`config.mk`:
```
export PLATFORM = sky130hd
export DESIGN_NAME = dtt_term_ctrl
export DESIGN_NICKNAME = d
export VERILOG_FILES = /design/src/dtt_pkg.sv /design/src/dtt_sync2.sv /design/src/dtt_delay_line.sv /design/src/dtt_term_ctrl.sv
export SDC_FILE = /design/constraint.sdc
export NUM_CORES = 1
export LEC_CHECK = 0
export CAP_MARGIN = 20
export CORE_MARGIN = 1.5
export CORE_UTILIZATION = 50
export DETAILED_ROUTE_END_ITERATION = 16
export DONT_BUFFER_PORTS = 1
export RECOVER_POWER = 25
export REMOVE_ABC_BUFFERS = 1
export SYNTH_ARGS = -nofsm -noshare
export SYNTH_HDL_FRONTEND = slang
export SYNTH_SLANG_ARGS = --single-unit
```
`constraint.sdc`:
```
create_clock -name CORE_CLK -period 5.2 [get_ports CORE_CLK]
set_input_delay 0.26 -clock CORE_CLK [delete_from_list [all_inputs] [get_ports CORE_CLK]]
set_output_delay 0.26 -clock CORE_CLK [all_outputs]
set_load 0.02 [all_outputs]
```
`src/dtt_pkg.sv`:
```
// Package: constants, types and field layouts of the termination timing block
//==============================================================================
// Overview of operation
// - Synchronous timing when DLL on and locked and a termination value is enabled.
// - Synchronous in active, refresh, idle, active power-down, and kept-DLL precharge power-down.
// - Synchronous: termination follows pin sampled high or low after a latency.
// - Turn-on and turn-off latency both equal CAS write plus additive latency minus two.
// - Internal termination control is delayed by the programmed additive latency.
// - Turn-off completes half a link clock, plus or minus 0.2, after latency ends.
// - Asynchronous timing in DLL-off precharge power-down and while DLL resynchronises.
// - Asynchronous mode ignores additive latency and uses fixed analog delays.
// - Asynchronous turn-on 2 to 8.5 ns, turn-off within 8.5 ns.
// - Dynamic termination is active when either write termination code bit is set.
// - Dynamic: switch nominal to write termination write latency minus two after write.
// - Switch back four or six clocks plus turn-off latency after chop-4 or burst-8.
package dtt_pkg;

    //==========================================================================
    // Register map (byte addresses)
    localparam logic [3:0]  CTRL_ADDR   = 4'h0;
    localparam logic [3:0]  STATUS_ADDR = 4'h4;
    localparam int          ADDR_W      = 4;
    localparam int          DATA_W      = 32;

    // Control register layout, bit 0 upward: dll_on, dll_locked, dll_pd_keep,
    // al_code[1:0], nom_code[2:0], wr_code[1:0], cwl[3:0], cl[3:0], bank_active
    typedef struct packed {
        logic       bank_active;
        logic [3:0] cl;
        logic [3:0] cas_write_latency;
        logic [1:0] wr_code;
        logic [2:0] nom_code;
        logic [1:0] al_code;
        logic       dll_pd_keep;
        logic       dll_locked;
        logic       dll_on;
    } dtt_cfg_s;

    localparam int CFG_W = $bits(dtt_cfg_s);

    localparam dtt_cfg_s CFG_RST = '{
        bank_active : 1'b0,
        cl          : 4'h6,
        cas_write_latency         : 4'h5,
        wr_code     : 2'h0,
        nom_code    : 3'h0,
        al_code     : 2'h0,
        dll_pd_keep : 1'b0,
        dll_locked  : 1'b0,
        dll_on      : 1'b1
    };

    // Additive latency codes
    localparam logic [1:0] AL_ZERO     = 2'h0;
    localparam logic [1:0] AL_CL_M1    = 2'h1;
    localparam logic [1:0] AL_CL_M2    = 2'h2;

    // Status register layout
    localparam int ST_TERM_LSB   = 0;
    localparam int ST_SYNC_BIT   = 3;
    localparam int ST_ACTIVE_BIT = 4;

    //==========================================================================
    // Termination state, one-hot
    typedef enum logic [2:0] {
        TERM_OFF = 3'b001,
        TERM_NOM = 3'b010,
        TERM_WR  = 3'b100
    } dtt_term_e;

    // Pins sampled from the link, after synchronisation
    typedef struct packed {
        logic ck;
        logic cke;
        logic odt;
        logic wr;
        logic bc4;
    } dtt_link_s;

    localparam int LINK_W = $bits(dtt_link_s);

    // What travels down the latency line per link edge
    typedef struct packed {
        logic odt;
        logic wr;
        logic bc4;
    } dtt_pipe_s;

    localparam int PIPE_W = $bits(dtt_pipe_s);

    //==========================================================================
    // Timing
    localparam int          CLK_PERIOD_PS    = 100000;
    localparam int          ASYNC_ON_MIN_PS  = 2000;
    localparam int          ASYNC_OFF_MAX_PS = 8500;
    localparam logic [2:0]  HOLD_SHORT_TCK   = 3'h4;
    localparam logic [2:0]  HOLD_LONG_TCK    = 3'h6;
    localparam logic [4:0]  LAT_OFFSET_TCK   = 5'h2;
    localparam int          MAX_LAT_TCK      = 32;

    // Least time rounds up, longest rounds down, never under one cycle
    localparam int ASYNC_ON_CYC_RAW  = (ASYNC_ON_MIN_PS + CLK_PERIOD_PS - 1) / CLK_PERIOD_PS;
    localparam int ASYNC_OFF_CYC_RAW = ASYNC_OFF_MAX_PS / CLK_PERIOD_PS;
    localparam logic [1:0] ASYNC_ON_CYC  = 2'(ASYNC_ON_CYC_RAW < 1 ? 1 : ASYNC_ON_CYC_RAW);
    localparam logic [1:0] ASYNC_OFF_CYC = 2'(ASYNC_OFF_CYC_RAW < 1 ? 1 : ASYNC_OFF_CYC_RAW);

endpackage

```
`src/dtt_sync2.sv`:
```
// Two-stage synchroniser for pins arriving from outside the core clock domain
`timescale 1ns/1ps
`default_nettype none
module dtt_sync2
#(
    parameter int W = 1
)
(
    input  wire logic         clk,
    input  wire logic         rst_n,
    input  wire logic [W-1:0] din,
    output logic      [W-1:0] dout
);
    typedef struct packed {
        logic [W-1:0] meta;
        logic [W-1:0] sync;
    } dtt_sync_s;

    dtt_sync_s s;
    dtt_sync_s next_s;

    always_comb
    begin
        next_s.meta = din;
        next_s.sync = s.meta;
    end

    always_ff @(posedge clk or negedge rst_n)
    begin
        if (!rst_n)
            s <= '0;
        else
            s <= next_s;
    end

    assign dout = s.sync;
endmodule
`default_nettype wire

```
`src/dtt_delay_line.sv`:
```
// Shift line advanced once per link edge, read at a programmable tap
`timescale 1ns/1ps
`default_nettype none
module dtt_delay_line
#(
    parameter int W     = 3,
    parameter int DEPTH = 32
)
(
    input  wire logic                     clk,
    input  wire logic                     rst_n,
    input  wire logic                     shift,
    input  wire logic [W-1:0]             din,
    input  wire logic [$clog2(DEPTH)-1:0] tap,
    output logic      [W-1:0]             dout
);
    typedef struct packed {
        logic [DEPTH-1:0][W-1:0] stage;
    } dtt_line_s;

    dtt_line_s s;
    dtt_line_s next_s;

    always_comb
    begin
        next_s = s;
        if (shift)
        begin
            next_s.stage[0] = din;
            for (int i = 1; i < DEPTH; i++)
                next_s.stage[i] = s.stage[i-1];
        end
    end

    always_ff @(posedge clk or negedge rst_n)
    begin
        if (!rst_n)
            s <= '0;
        else
            s <= next_s;
    end

    assign dout = s.stage[tap];
endmodule
`default_nettype wire

```
`src/dtt_term_ctrl.sv`:
```
// On-die termination timing controller with Avalon-MM register slave
`timescale 1ns/1ps
`default_nettype none
module dtt_term_ctrl
    import dtt_pkg::*;
#(
    parameter int LINK_PERIOD_NS = 800,
    parameter int MAX_LAT        = MAX_LAT_TCK
)
(
    input  wire logic              CORE_CLK,
    input  wire logic              RST_N,
    input  wire logic [ADDR_W-1:0] AVS_ADDRESS,
    input  wire logic              AVS_READ,
    input  wire logic              AVS_WRITE,
    input  wire logic [DATA_W-1:0] AVS_WRITEDATA,
    output logic      [DATA_W-1:0] AVS_READDATA,
    output logic                   AVS_WAITREQUEST,
    input  wire logic              LINK_CK,
    input  wire logic              LINK_CKE,
    input  wire logic              TERM_PIN,
    input  wire logic              WRITE_CMD,
    input  wire logic              BURST_CHOP,
    output logic      [2:0]        TERM_STATE,
    output logic                   TERM_ACTIVE,
    output logic                   SYNC_MODE
);
    //==========================================================================
    // Derived timing
    localparam int LINK_PERIOD_PS = LINK_PERIOD_NS * 1000;
    // Half a link clock in core cycles; the 0.2 clock tolerance covers rounding
    localparam int OFF_SKEW_RAW = LINK_PERIOD_PS / (2 * CLK_PERIOD_PS);
    localparam logic [7:0] OFF_SKEW_CYC = 8'(OFF_SKEW_RAW < 1 ? 1 : OFF_SKEW_RAW);
    localparam int TAP_W = $clog2(MAX_LAT);

    //==========================================================================
    // State
    typedef struct packed {
        logic              wreq;
        logic [DATA_W-1:0] rdata;
        dtt_cfg_s          cfg;
        logic              ck_prev;
        logic [2:0]        wr_cnt;
        dtt_term_e         term;
        logic              active;
        logic [7:0]        off_cnt;
        logic [1:0]        async_cnt;
        logic              sync_mode;
    } dtt_state_s;

    dtt_state_s s;
    dtt_state_s next_s;

    dtt_link_s  lk;
    dtt_pipe_s  dl;
    dtt_pipe_s  pipe_in;
    logic       ck_rise;
    logic [4:0] al_val;
    logic [4:0] wl_val;
    logic [TAP_W-1:0] tap;

    //==========================================================================
    // Pin capture
    dtt_sync2 #(.W(LINK_W)) u_sync
    (
        .clk   (CORE_CLK),
        .rst_n (RST_N),
        .din   ({LINK_CK, LINK_CKE, TERM_PIN, WRITE_CMD, BURST_CHOP}),
        .dout  (lk)
    );

    assign ck_rise = lk.ck & ~s.ck_prev;

    //==========================================================================
    // Latency derivation
    always_comb
    begin
        case (s.cfg.al_code)
            AL_CL_M1: al_val = 5'(s.cfg.cl) - 5'h1;
            AL_CL_M2: al_val = 5'(s.cfg.cl) - 5'h2;
            default:  al_val = 5'h0;
        endcase
        wl_val = 5'(s.cfg.cas_write_latency) + al_val;
        // Line output is one edge late, so the tap is one short of the latency
        if (wl_val > LAT_OFFSET_TCK + 5'h1)
            tap = TAP_W'(wl_val - LAT_OFFSET_TCK - 5'h1);
        else
            tap = '0;
    end

    assign pipe_in = '{odt: lk.odt, wr: lk.wr & lk.odt, bc4: lk.bc4};

    dtt_delay_line #(.W(PIPE_W), .DEPTH(MAX_LAT)) u_line
    (
        .clk   (CORE_CLK),
        .rst_n (RST_N),
        .shift (ck_rise),
        .din   (pipe_in),
        .tap   (tap),
        .dout  (dl)
    );

    //==========================================================================
    // Next state
    logic nom_en;
    logic dyn_en;
    logic any_en;
    logic pre_pd;
    logic sync_ok;
    dtt_term_e on_term;
    dtt_term_e async_target;

    always_comb
    begin
        nom_en  = (s.cfg.nom_code != 3'h0);
        dyn_en  = (s.cfg.wr_code != 2'h0);
        any_en  = nom_en | dyn_en;
        pre_pd  = ~lk.cke & ~s.cfg.bank_active;
        // Precharge power-down only forces async when the DLL is let go
        sync_ok = s.cfg.dll_on & s.cfg.dll_locked & any_en
                & ~(pre_pd & ~s.cfg.dll_pd_keep);

        next_s           = s;
        next_s.ck_prev   = lk.ck;
        next_s.sync_mode = sync_ok;

        // Bus slave: one wait cycle, then the transfer completes
        next_s.wreq = ~((AVS_READ | AVS_WRITE) & s.wreq);
        if ((AVS_READ | AVS_WRITE) & s.wreq)
        begin
            case (AVS_ADDRESS)
                CTRL_ADDR:
                    next_s.rdata = DATA_W'(s.cfg);
                STATUS_ADDR:
                begin
                    next_s.rdata = '0;
                    next_s.rdata[ST_TERM_LSB +: 3] = s.term;
                    next_s.rdata[ST_SYNC_BIT]      = s.sync_mode;
                    next_s.rdata[ST_ACTIVE_BIT]    = s.active;
                end
                default:
                    next_s.rdata = '0;
            endcase
        end
        if (AVS_WRITE & ~s.wreq & (AVS_ADDRESS == CTRL_ADDR))
            next_s.cfg = dtt_cfg_s'(AVS_WRITEDATA[CFG_W-1:0]);

        on_term      = TERM_OFF;
        async_target = TERM_OFF;

        if (sync_ok)
        begin
            next_s.async_cnt = 2'h0;
            if (ck_rise)
            begin
                // Write window is opened by a delayed write and counts link edges
                if (dl.wr & dyn_en)
                    next_s.wr_cnt = dl.bc4 ? HOLD_SHORT_TCK : HOLD_LONG_TCK;
                else if (s.wr_cnt != 3'h0)
                    next_s.wr_cnt = s.wr_cnt - 3'h1;

                if (dyn_en & (dl.wr | (s.wr_cnt > 3'h1)))
                    on_term = TERM_WR;
                else if (nom_en)
                    on_term = TERM_NOM;
                else
                    on_term = TERM_OFF;
                next_s.term = dl.odt ? on_term : TERM_OFF;
            end
        end
        else
        begin
            // Pin acts directly; no latency, no dynamic switching
            next_s.wr_cnt = 3'h0;
            async_target  = (lk.odt & nom_en) ? TERM_NOM : TERM_OFF;
            if (async_target == s.term)
                next_s.async_cnt = 2'h0;
            else if (s.async_cnt + 2'h1 >=
                     ((async_target == TERM_OFF) ? ASYNC_OFF_CYC : ASYNC_ON_CYC))
            begin
                next_s.term      = async_target;
                next_s.async_cnt = 2'h0;
            end
            else
                next_s.async_cnt = s.async_cnt + 2'h1;
        end

        // Physical termination enable; sync turn-off lags by half a link clock
        if (next_s.term != TERM_OFF)
        begin
            next_s.active  = 1'b1;
            next_s.off_cnt = 8'h0;
        end
        else if (!sync_ok)
        begin
            next_s.active  = 1'b0;
            next_s.off_cnt = 8'h0;
        end
        else if (s.term != TERM_OFF)
            next_s.off_cnt = OFF_SKEW_CYC;
        else if (s.off_cnt > 8'h1)
            next_s.off_cnt = s.off_cnt - 8'h1;
        else if (s.off_cnt == 8'h1)
        begin
            next_s.active  = 1'b0;
            next_s.off_cnt = 8'h0;
        end
    end

    //==========================================================================
    // Registers
    always_ff @(posedge CORE_CLK or negedge RST_N)
    begin
        if (!RST_N)
        begin
            s           <= '0;
            s.wreq      <= 1'b1;
            s.cfg       <= CFG_RST;
            s.term      <= TERM_OFF;
        end
        else
            s <= next_s;
    end

    assign AVS_READDATA    = s.rdata;
    assign AVS_WAITREQUEST = s.wreq;
    assign TERM_STATE      = s.term;
    assign TERM_ACTIVE     = s.active;
    assign SYNC_MODE       = s.sync_mode;
endmodule
`default_nettype wire

```
== After elaboration in Yosys (flattened, before gate mapping) ==
Index checks and enable logic that the tools add are counted.
Cells by class
  add/sub/neg operators: 8
  multiply operators: 0
  divide/modulo/power cells: 0
  magnitude comparators: 5
  eq/ne operators: 13
  shift operators: 0
  multiplexer cells: 26
  bitwise gates (word level): 23
  reductions and logical operators: 6
Operators with widths (count)
  $pmux 19 s2: 1
  $mux 9: 3
  $mux 3: 7
  $mux 8: 2
  $bmux 3 s5: 1
  $and 1x1->1: 13
  $mux 2: 6
  $mux 6: 2
  $ne 3x1->1 const B: 4
  $pmux 5 s2: 1
  $eq 8x1->1 const B: 1
  $gt 8x1->1 const B: 1
  $sub 8x1->8 const B: 1
  $not 1->1: 7
  $lt 5x6->1 const B: 1
  $ne 3x3->1 const B: 2
  $reduce_bool 3->1: 2
  $add 4x5->5: 1
  $gt 5x2->1 const B: 1
  $mux 5: 1
  $ne 5x1->1 const B: 1
  $sub 4x1->5 const B: 1
  $sub 4x2->5 const B: 1
  $sub 5x1->5 const B: 1
  other kinds (16): 19
Storage, ports and cells
  register bits: 177
  bits in latches: 0
  RAM bits: 0
  bits in read-only memories: 0
  input port bits: 45
  output and inout bits: 38
  word-level logic and storage cells: 133
  memories: 0

== Depth between registers and ports, before layout ==
  word-level depth: 17
  depth in mapped cells: 19
  mapped depth without buffers: 17

== Cells and area by module ==
From an unflattened synthesis, not the netlist that was laid out.
Unflattened totals
  cells, all modules: 600
  area, all modules: 7876.3 µm²
Modules (own cells, without submodules)
  dtt_delay_line: times used 1, cells each 243, area each 4276.6 µm², sequential area each 2402.3 µm²
  dtt_term_ctrl: times used 1, cells each 347, area each 3349.5 µm², sequential area each 1460.2 µm²
  dtt_sync2: times used 1, cells each 10, area each 250.2 µm², sequential area each 250.2 µm²

== Worst setup path before layout ==
No wires, ideal clock.
  path type: register to register
  start point: register s[34] (netlist bit)
  end point: register s, in the netlist TERM_ACTIVE
  setup time: 0.139 ns
  arrival: 4.336 ns
  required time: 5.061 ns
  setup slack: 0.725 ns
  stages on the path, launching flop included: 17
  path buffers: 1
  period minus slack after synthesis: 4.475 ns
  cell sequence: dfstp_2 -> inv_1 -> ha_1 -> or2b_1 -> a21o_1 -> fa_1 -> inv_1 -> ha_1 -> clkbuf_1 -> xor3_1 -> o311ai_0 -> o31ai_1 -> a221oi_4 -> a211oi_2 -> a211oi_4 -> a221oi_2 -> or4b_1
On the way
  word-level cells in the longest chain between the ends: 17
  elaborated cells on any way between the ends: 22
  classes of those cells: 5 x add/sub; 1 x order compare; 4 x eq/ne; 9 x mux; 2 x bitwise; 1 x reduce/logical
Ends and longest elaborated chain
  start: declaration: RTL line dtt_term_ctrl.sv:51  | dtt_state_s s;
  start signal: assignment: RTL line dtt_term_ctrl.sv:222  | s <= next_s;
  $sub 4x2->5 / $sub 4x1->5 (equally long branches): RTL line dtt_term_ctrl.sv:80, dtt_term_ctrl.sv:79
  $pmux 5 s2 *: RTL line dtt_term_ctrl.sv:78  | case (s.cfg.al_code)
  $add 4x5->5 *: RTL line dtt_term_ctrl.sv:83  | wl_val = 5'(s.cfg.cas_write_latency) + al_val;
  $sub 5x2->5: RTL line dtt_term_ctrl.sv:86  | tap = TAP_W'(wl_val - LAT_OFFSET_TCK - 5'h1);
  $sub 5x1->5: RTL line dtt_term_ctrl.sv:86
  $mux 5 *: RTL line dtt_term_ctrl.sv:85  | if (wl_val > LAT_OFFSET_TCK + 5'h1)
  $bmux 3 s5 *: RTL line dtt_delay_line.sv:43  | assign dout = s.stage[tap];
  $mux 3 (not written as such) *: RTL line dtt_delay_line.sv:43
  $or 1x1->1: RTL line dtt_term_ctrl.sv:162  | if (dyn_en & (dl.wr | (s.wr_cnt > 3'h1)))
  $and 1x1->1: RTL line dtt_term_ctrl.sv:162
  $mux 3: RTL line dtt_term_ctrl.sv:162
  $mux 3 *: RTL line dtt_term_ctrl.sv:168  | next_s.term = dl.odt ? on_term : TERM_OFF;
  $mux 6 *: RTL line dtt_term_ctrl.sv:154  | if (ck_rise)
  $mux 6 *: RTL line dtt_term_ctrl.sv:151  | if (sync_ok)
  $ne 3x1->1 *: RTL line dtt_term_ctrl.sv:189  | if (next_s.term != TERM_OFF)
  $ne 3x1->1 (no line) / $ne 3x3->1 (equally long branches)
  $reduce_and 3->1 (no line)
Every way passes the cells marked *; elsewhere a longest branch is shown, timed or not. The select of a mux whose other input is x is not followed.
A chain may end at the register's enable or synchronous reset.

== Worst setup path in the final report ==
  start point: register s[34] (netlist bit)
  end point: register s[7] (netlist bit)
On the way
  word-level cells in the longest chain between the ends: 16
  elaborated cells on any way between the ends: 19
  classes of those cells: 5 x add/sub; 1 x order compare; 2 x eq/ne; 9 x mux; 2 x bitwise
Ends and longest elaborated chain (RTL line)
  $sub 4x2->5 / $sub 4x1->5 (equally long branches): dtt_term_ctrl.sv:80, dtt_term_ctrl.sv:79
  $pmux 5 s2 *: dtt_term_ctrl.sv:78
  $add 4x5->5 *: dtt_term_ctrl.sv:83
  $sub 5x2->5: dtt_term_ctrl.sv:86
  $sub 5x1->5: dtt_term_ctrl.sv:86
  $mux 5 *: dtt_term_ctrl.sv:85
  $bmux 3 s5 *: dtt_delay_line.sv:43
  $mux 3 (not written as such) *: dtt_delay_line.sv:43
  $or 1x1->1: dtt_term_ctrl.sv:162
  $and 1x1->1: dtt_term_ctrl.sv:162
  $mux 3: dtt_term_ctrl.sv:162
  $mux 3 *: dtt_term_ctrl.sv:168
  $mux 6 *: dtt_term_ctrl.sv:154
  $mux 6 *: dtt_term_ctrl.sv:151
  $ne 3x1->1 *: dtt_term_ctrl.sv:189
  $ne 5x1->1 (no line) / $mux 9 (equally long branches)
Marked as above.

==> results by group <==
Status
  – Status: complete, but fails checks
  – Failing checks: max-capacitance violations, max-slew violations

Min path
  – Min-delay src: AVS_ADDRESS[3]
  – HP Class: input pin to register
  – Hold Crit Depth: 3

CTS
  – Worst-path clk slew: 0.07 ns
  – Setup Fix Bufs, Post-CTS: 0
  – CTS tree: done
  – Total number of H-tree levels: 4
  – Inserted Clock Buffers: 17
  – Worst-Skew Late Latency: 0.42 ns
  – Clock buffer depth: 2
  – Root Buffer: clkbuf_16
  – CTS sink cnt: 164

Critical path
  – Most frequent CP cell: inv_1
  – Worst r2r src: s[34]$_DFFE_PN1P_
  – Reg2Reg Depth: 15
  – CP Depth: 15
  – Crit path to: s[7]$_DFFE_PN0P_
  – WP data required: 5.48 ns
  – Slowest-stage cell, CP: fa_1
  – CP bufs+invs: 2
  – Critical Path AT: between 5 and 6 ns
  – Worst Setup SP: s[34]$_DFFE_PN1P_
  – Max incr delay on CP: ~0.56 ns
  – Crit end category: register
  – CP Cell Sequence: inv_1, ha_1, or2b_1, a21o_1, fa_1, inv_1, ha_2, xor3_1, o311ai_0, o31ai_1, a221oi_4, a211oi_2, a211oi_4, mux2i_2, nor3_1
  – R2R setup slack: approximately 0.45 ns
  – Startpoint types: register
  – CP top delay family: compound AO/OA/AOI/OAI gates
  – CP Class: register to register
  – Reg2reg end: s[7]$_DFFE_PN0P_
  – Max Fanout on Critical Path: 9

Pwr
  – Max VDD drop: 0.293 mV
  – Pwr/cell area: 477 nW/um^2
  – Final Total Pwr: 4.52 mW
  – LEAKAGE: 4.52 nW

STA
  – Worst Hold Slack: ~0.21 ns
  – Worst Tran Pin Value: approximately 4 ns
  – Min Tclk post-route: 4.75 ns
  – Period utilization: between 90% and 100%
  – Slew Viols, Final: approximately 170
  – PnR worst setup slack: 0.448 ns
  – Setup-failing EPs final: 0
  – FMAX: 210 MHz
  – Clock Skew: about 0.0098 ns
  – Final hold violations: 0
  – Slew headroom: -167%
  – RSZ-0062 raised after global routing: no

Layout
  – Layout Cells excl Fill: between 1,000 and 1,500
  – Finished Core Util: roughly 57%
  – Area grow syn2layout: 10.5%
  – Ant. Diodes: 0
  – Nets: between 1,000 and 1,500
  – Share of cells above drive strength 1: ~11%
  – Fillers: between 1,000 and 1,500

Placed design
  – Final GP Congestion: approximately 0.82
  – Placed insts: 1,116
  – Hpwl dp: roughly 13,000 um
  – Pre-CTS WS: around 0.37 ns
  – Port bufs: 0

Die
  – Rows: 47
  – Die Ht: approximately 130 um
  – Placeable Area: roughly 17,000 sq um
  – Die area: ~18,000 sq um
  – Initial cell density of the core: between 50% and 60%
  – I/O pins: 83
  – Die W: 134 um

GRT
  – Largest net degree at the start of global routing: about 170
  – First-pass GRT wire length: 32,600 um
  – Initial antenna violation count: 0
  – Grt ovf: 0
  – Global-route usage over all layers: between 20% and 30%
  – Vias in the first global route: ~6,600

Yosys
  – Mapped cell area: 8600 sq um
  – Main synth FF type: dfrtp_1
  – FF+latch count, synth: ~160
  – Cells after Synth: 946
  – Yosys top cell area share: a little under half
  – YS warnings: 0
  – Post-synth EDFFs: 0
  – Synth area leader: dfrtp_1
  – Post-synth ARST share: 100%
  – Avg Cell Area, Syn: between 9 and 10 sq um
  – Distinct cells, synth: 73
  – Synth top area cells: dfrtp_1 46%, nand2_1 15%, mux4_2 3.1%
  – Post-synthesis sequential area ratio: between 40% and 50%

Route
  – 1st-iter DRT viols: roughly 620
  – Post-route DRC: 0
  – Via density: roughly 5.6
  – Routed Antenna Nets: 0
  – DRT Wirelength: approximately 19,000 um
  – Via count: approximately 6,600
  – Routed len/inst: 16.5 um
  – Drt pass-1 iters: 6

Run
  – Max_cap viols: 1
[through the flow]
| stage | setup TNS [ns] | instance area [sq um] |
|---|---|---|
| floorplan | -1.19 | 8190 |
| global placement | 0 | 8630 |
| detailed placement | 0 | 8660 |
| CTS | 0 | 9520 |
| global route | 0 | 9500 |
| finish | 0 | 9500 |
[area by class of cell]
type | count | area, sq um | share of cell area, %
Clock buffer | 23 | 488 | 5.14
Clock inverter | 9 | 95.1 | 1.00
Inverter | 24 | 90.1 | 0.949
Multi-Input combinational cell | 688 | 4010 | 42.2
Sequential cell | 164 | 4110 | 43.3
Tap cell | 220 | 275 | 2.90
Timing Repair Buffer | 46 | 425 | 4.48
[kinds of logic (layout without fill, tap and decap cells)]
logic type	after synthesis	after routing	synth area share, %
compound gates	131	131	10.9
xor+xnor	12	12	1.73
fa+ha+maj	17	17	2.56
buf+inv	106	102	6.35
flops	164	164	47.8
mux	49	49	7.79
other cells	1	13	0.0436
simple gates	466	466	22.8
[worst min-delay path: stages]
cell	delay [ns]
nor4b_1	0.08
a22oi_1	0.15
o21ai_0	0.09
[report_power, final]
| group | internal (mW) | switching, mW | leakage, nW |
|---|---|---|---|
| Sequential | 1.41 | 0.133 | 2.20 |
| Combinational | 0.692 | 1.06 | 2.05 |
| Clock | 0.715 | 0.517 | 0.273 |
| Total | 2.81 | 1.71 | 4.52 |
[worst min-delay path by stage]
| stage | endpoint | slack [ns] |
|---|---|---|
| final | AVS_READDATA[4]$_DFFE_PN0P_ | 0.21 |
| after global routing | AVS_READDATA[4]$_DFFE_PN0P_ | 0.21 |
| after global placement | AVS_READDATA[16]$_DFFE_PN0P_ | -0.03 |
| after floorplan | AVS_READDATA[0]$_DFFE_PN0P_ | -0.04 |
| after detailed placement | AVS_READDATA[17]$_DFFE_PN0P_ | -0.03 |
| after CTS | AVS_WAITREQUEST$_DFF_PN1_ | 0.01 |
[synth_stat cells (4+ instances only)]
library cell / count
o21ai_0: 37
inv_1: 24
nand3b_1: 4
o211ai_1: 4
dfrtp_1: 157
nand2_1: 346
a211oi_1: 8
nor2b_1: 5
nor4_1: 5
a21o_1: 4
nor2_1: 35
mux4_2: 12
xor2_1: 6
nand2b_1: 9
buf_4: 35
clkbuf_1: 36
mux2i_1: 16
mux2_2: 20
o311ai_0: 5
nor3_1: 24
a22oi_1: 5
buf_2: 7
a31oi_1: 11
nand3_1: 13
a21oi_1: 17
dfstp_2: 7
ha_1: 16
[registers in the layout (all words and copies together) (netlist names), 3 cells and up]
name / flops
u_sync.next_s: 5
TERM_STATE: 3
AVS_READDATA: 19
s: 33
u_sync.dout: 5
u_line.s: 96
[timing repair]
| item | CTS | global route |
|---|---|---|
| resized for setup | 0 | 1 |
| hold buffers | 26 | 0 |
| endpoints found under the setup margin | 0 | 1 |
| endpoints found under the hold margin | 188 | 0 |
[per-layer routing]
layer,part of all wire (%),GRT usage [%],up-vias
li1,-,-,3128
met1,43,29.4,3228
met5,0,0,-
met3,5.6,5.10,27
met4,1.7,7.47,0
met2,49,38.0,216
[cell usage in the layout (no fill, tap or decap), drive strengths merged, types with 20 or more instances in the layout]
cell           n
dlygate4sd3   25
dfrtp        157
nor3          24
nor2          35
o21ai         39
inv           26
buf           20
nand2        347
mux2          20
clkbuf        24
(Power assumes the default switching activity.)
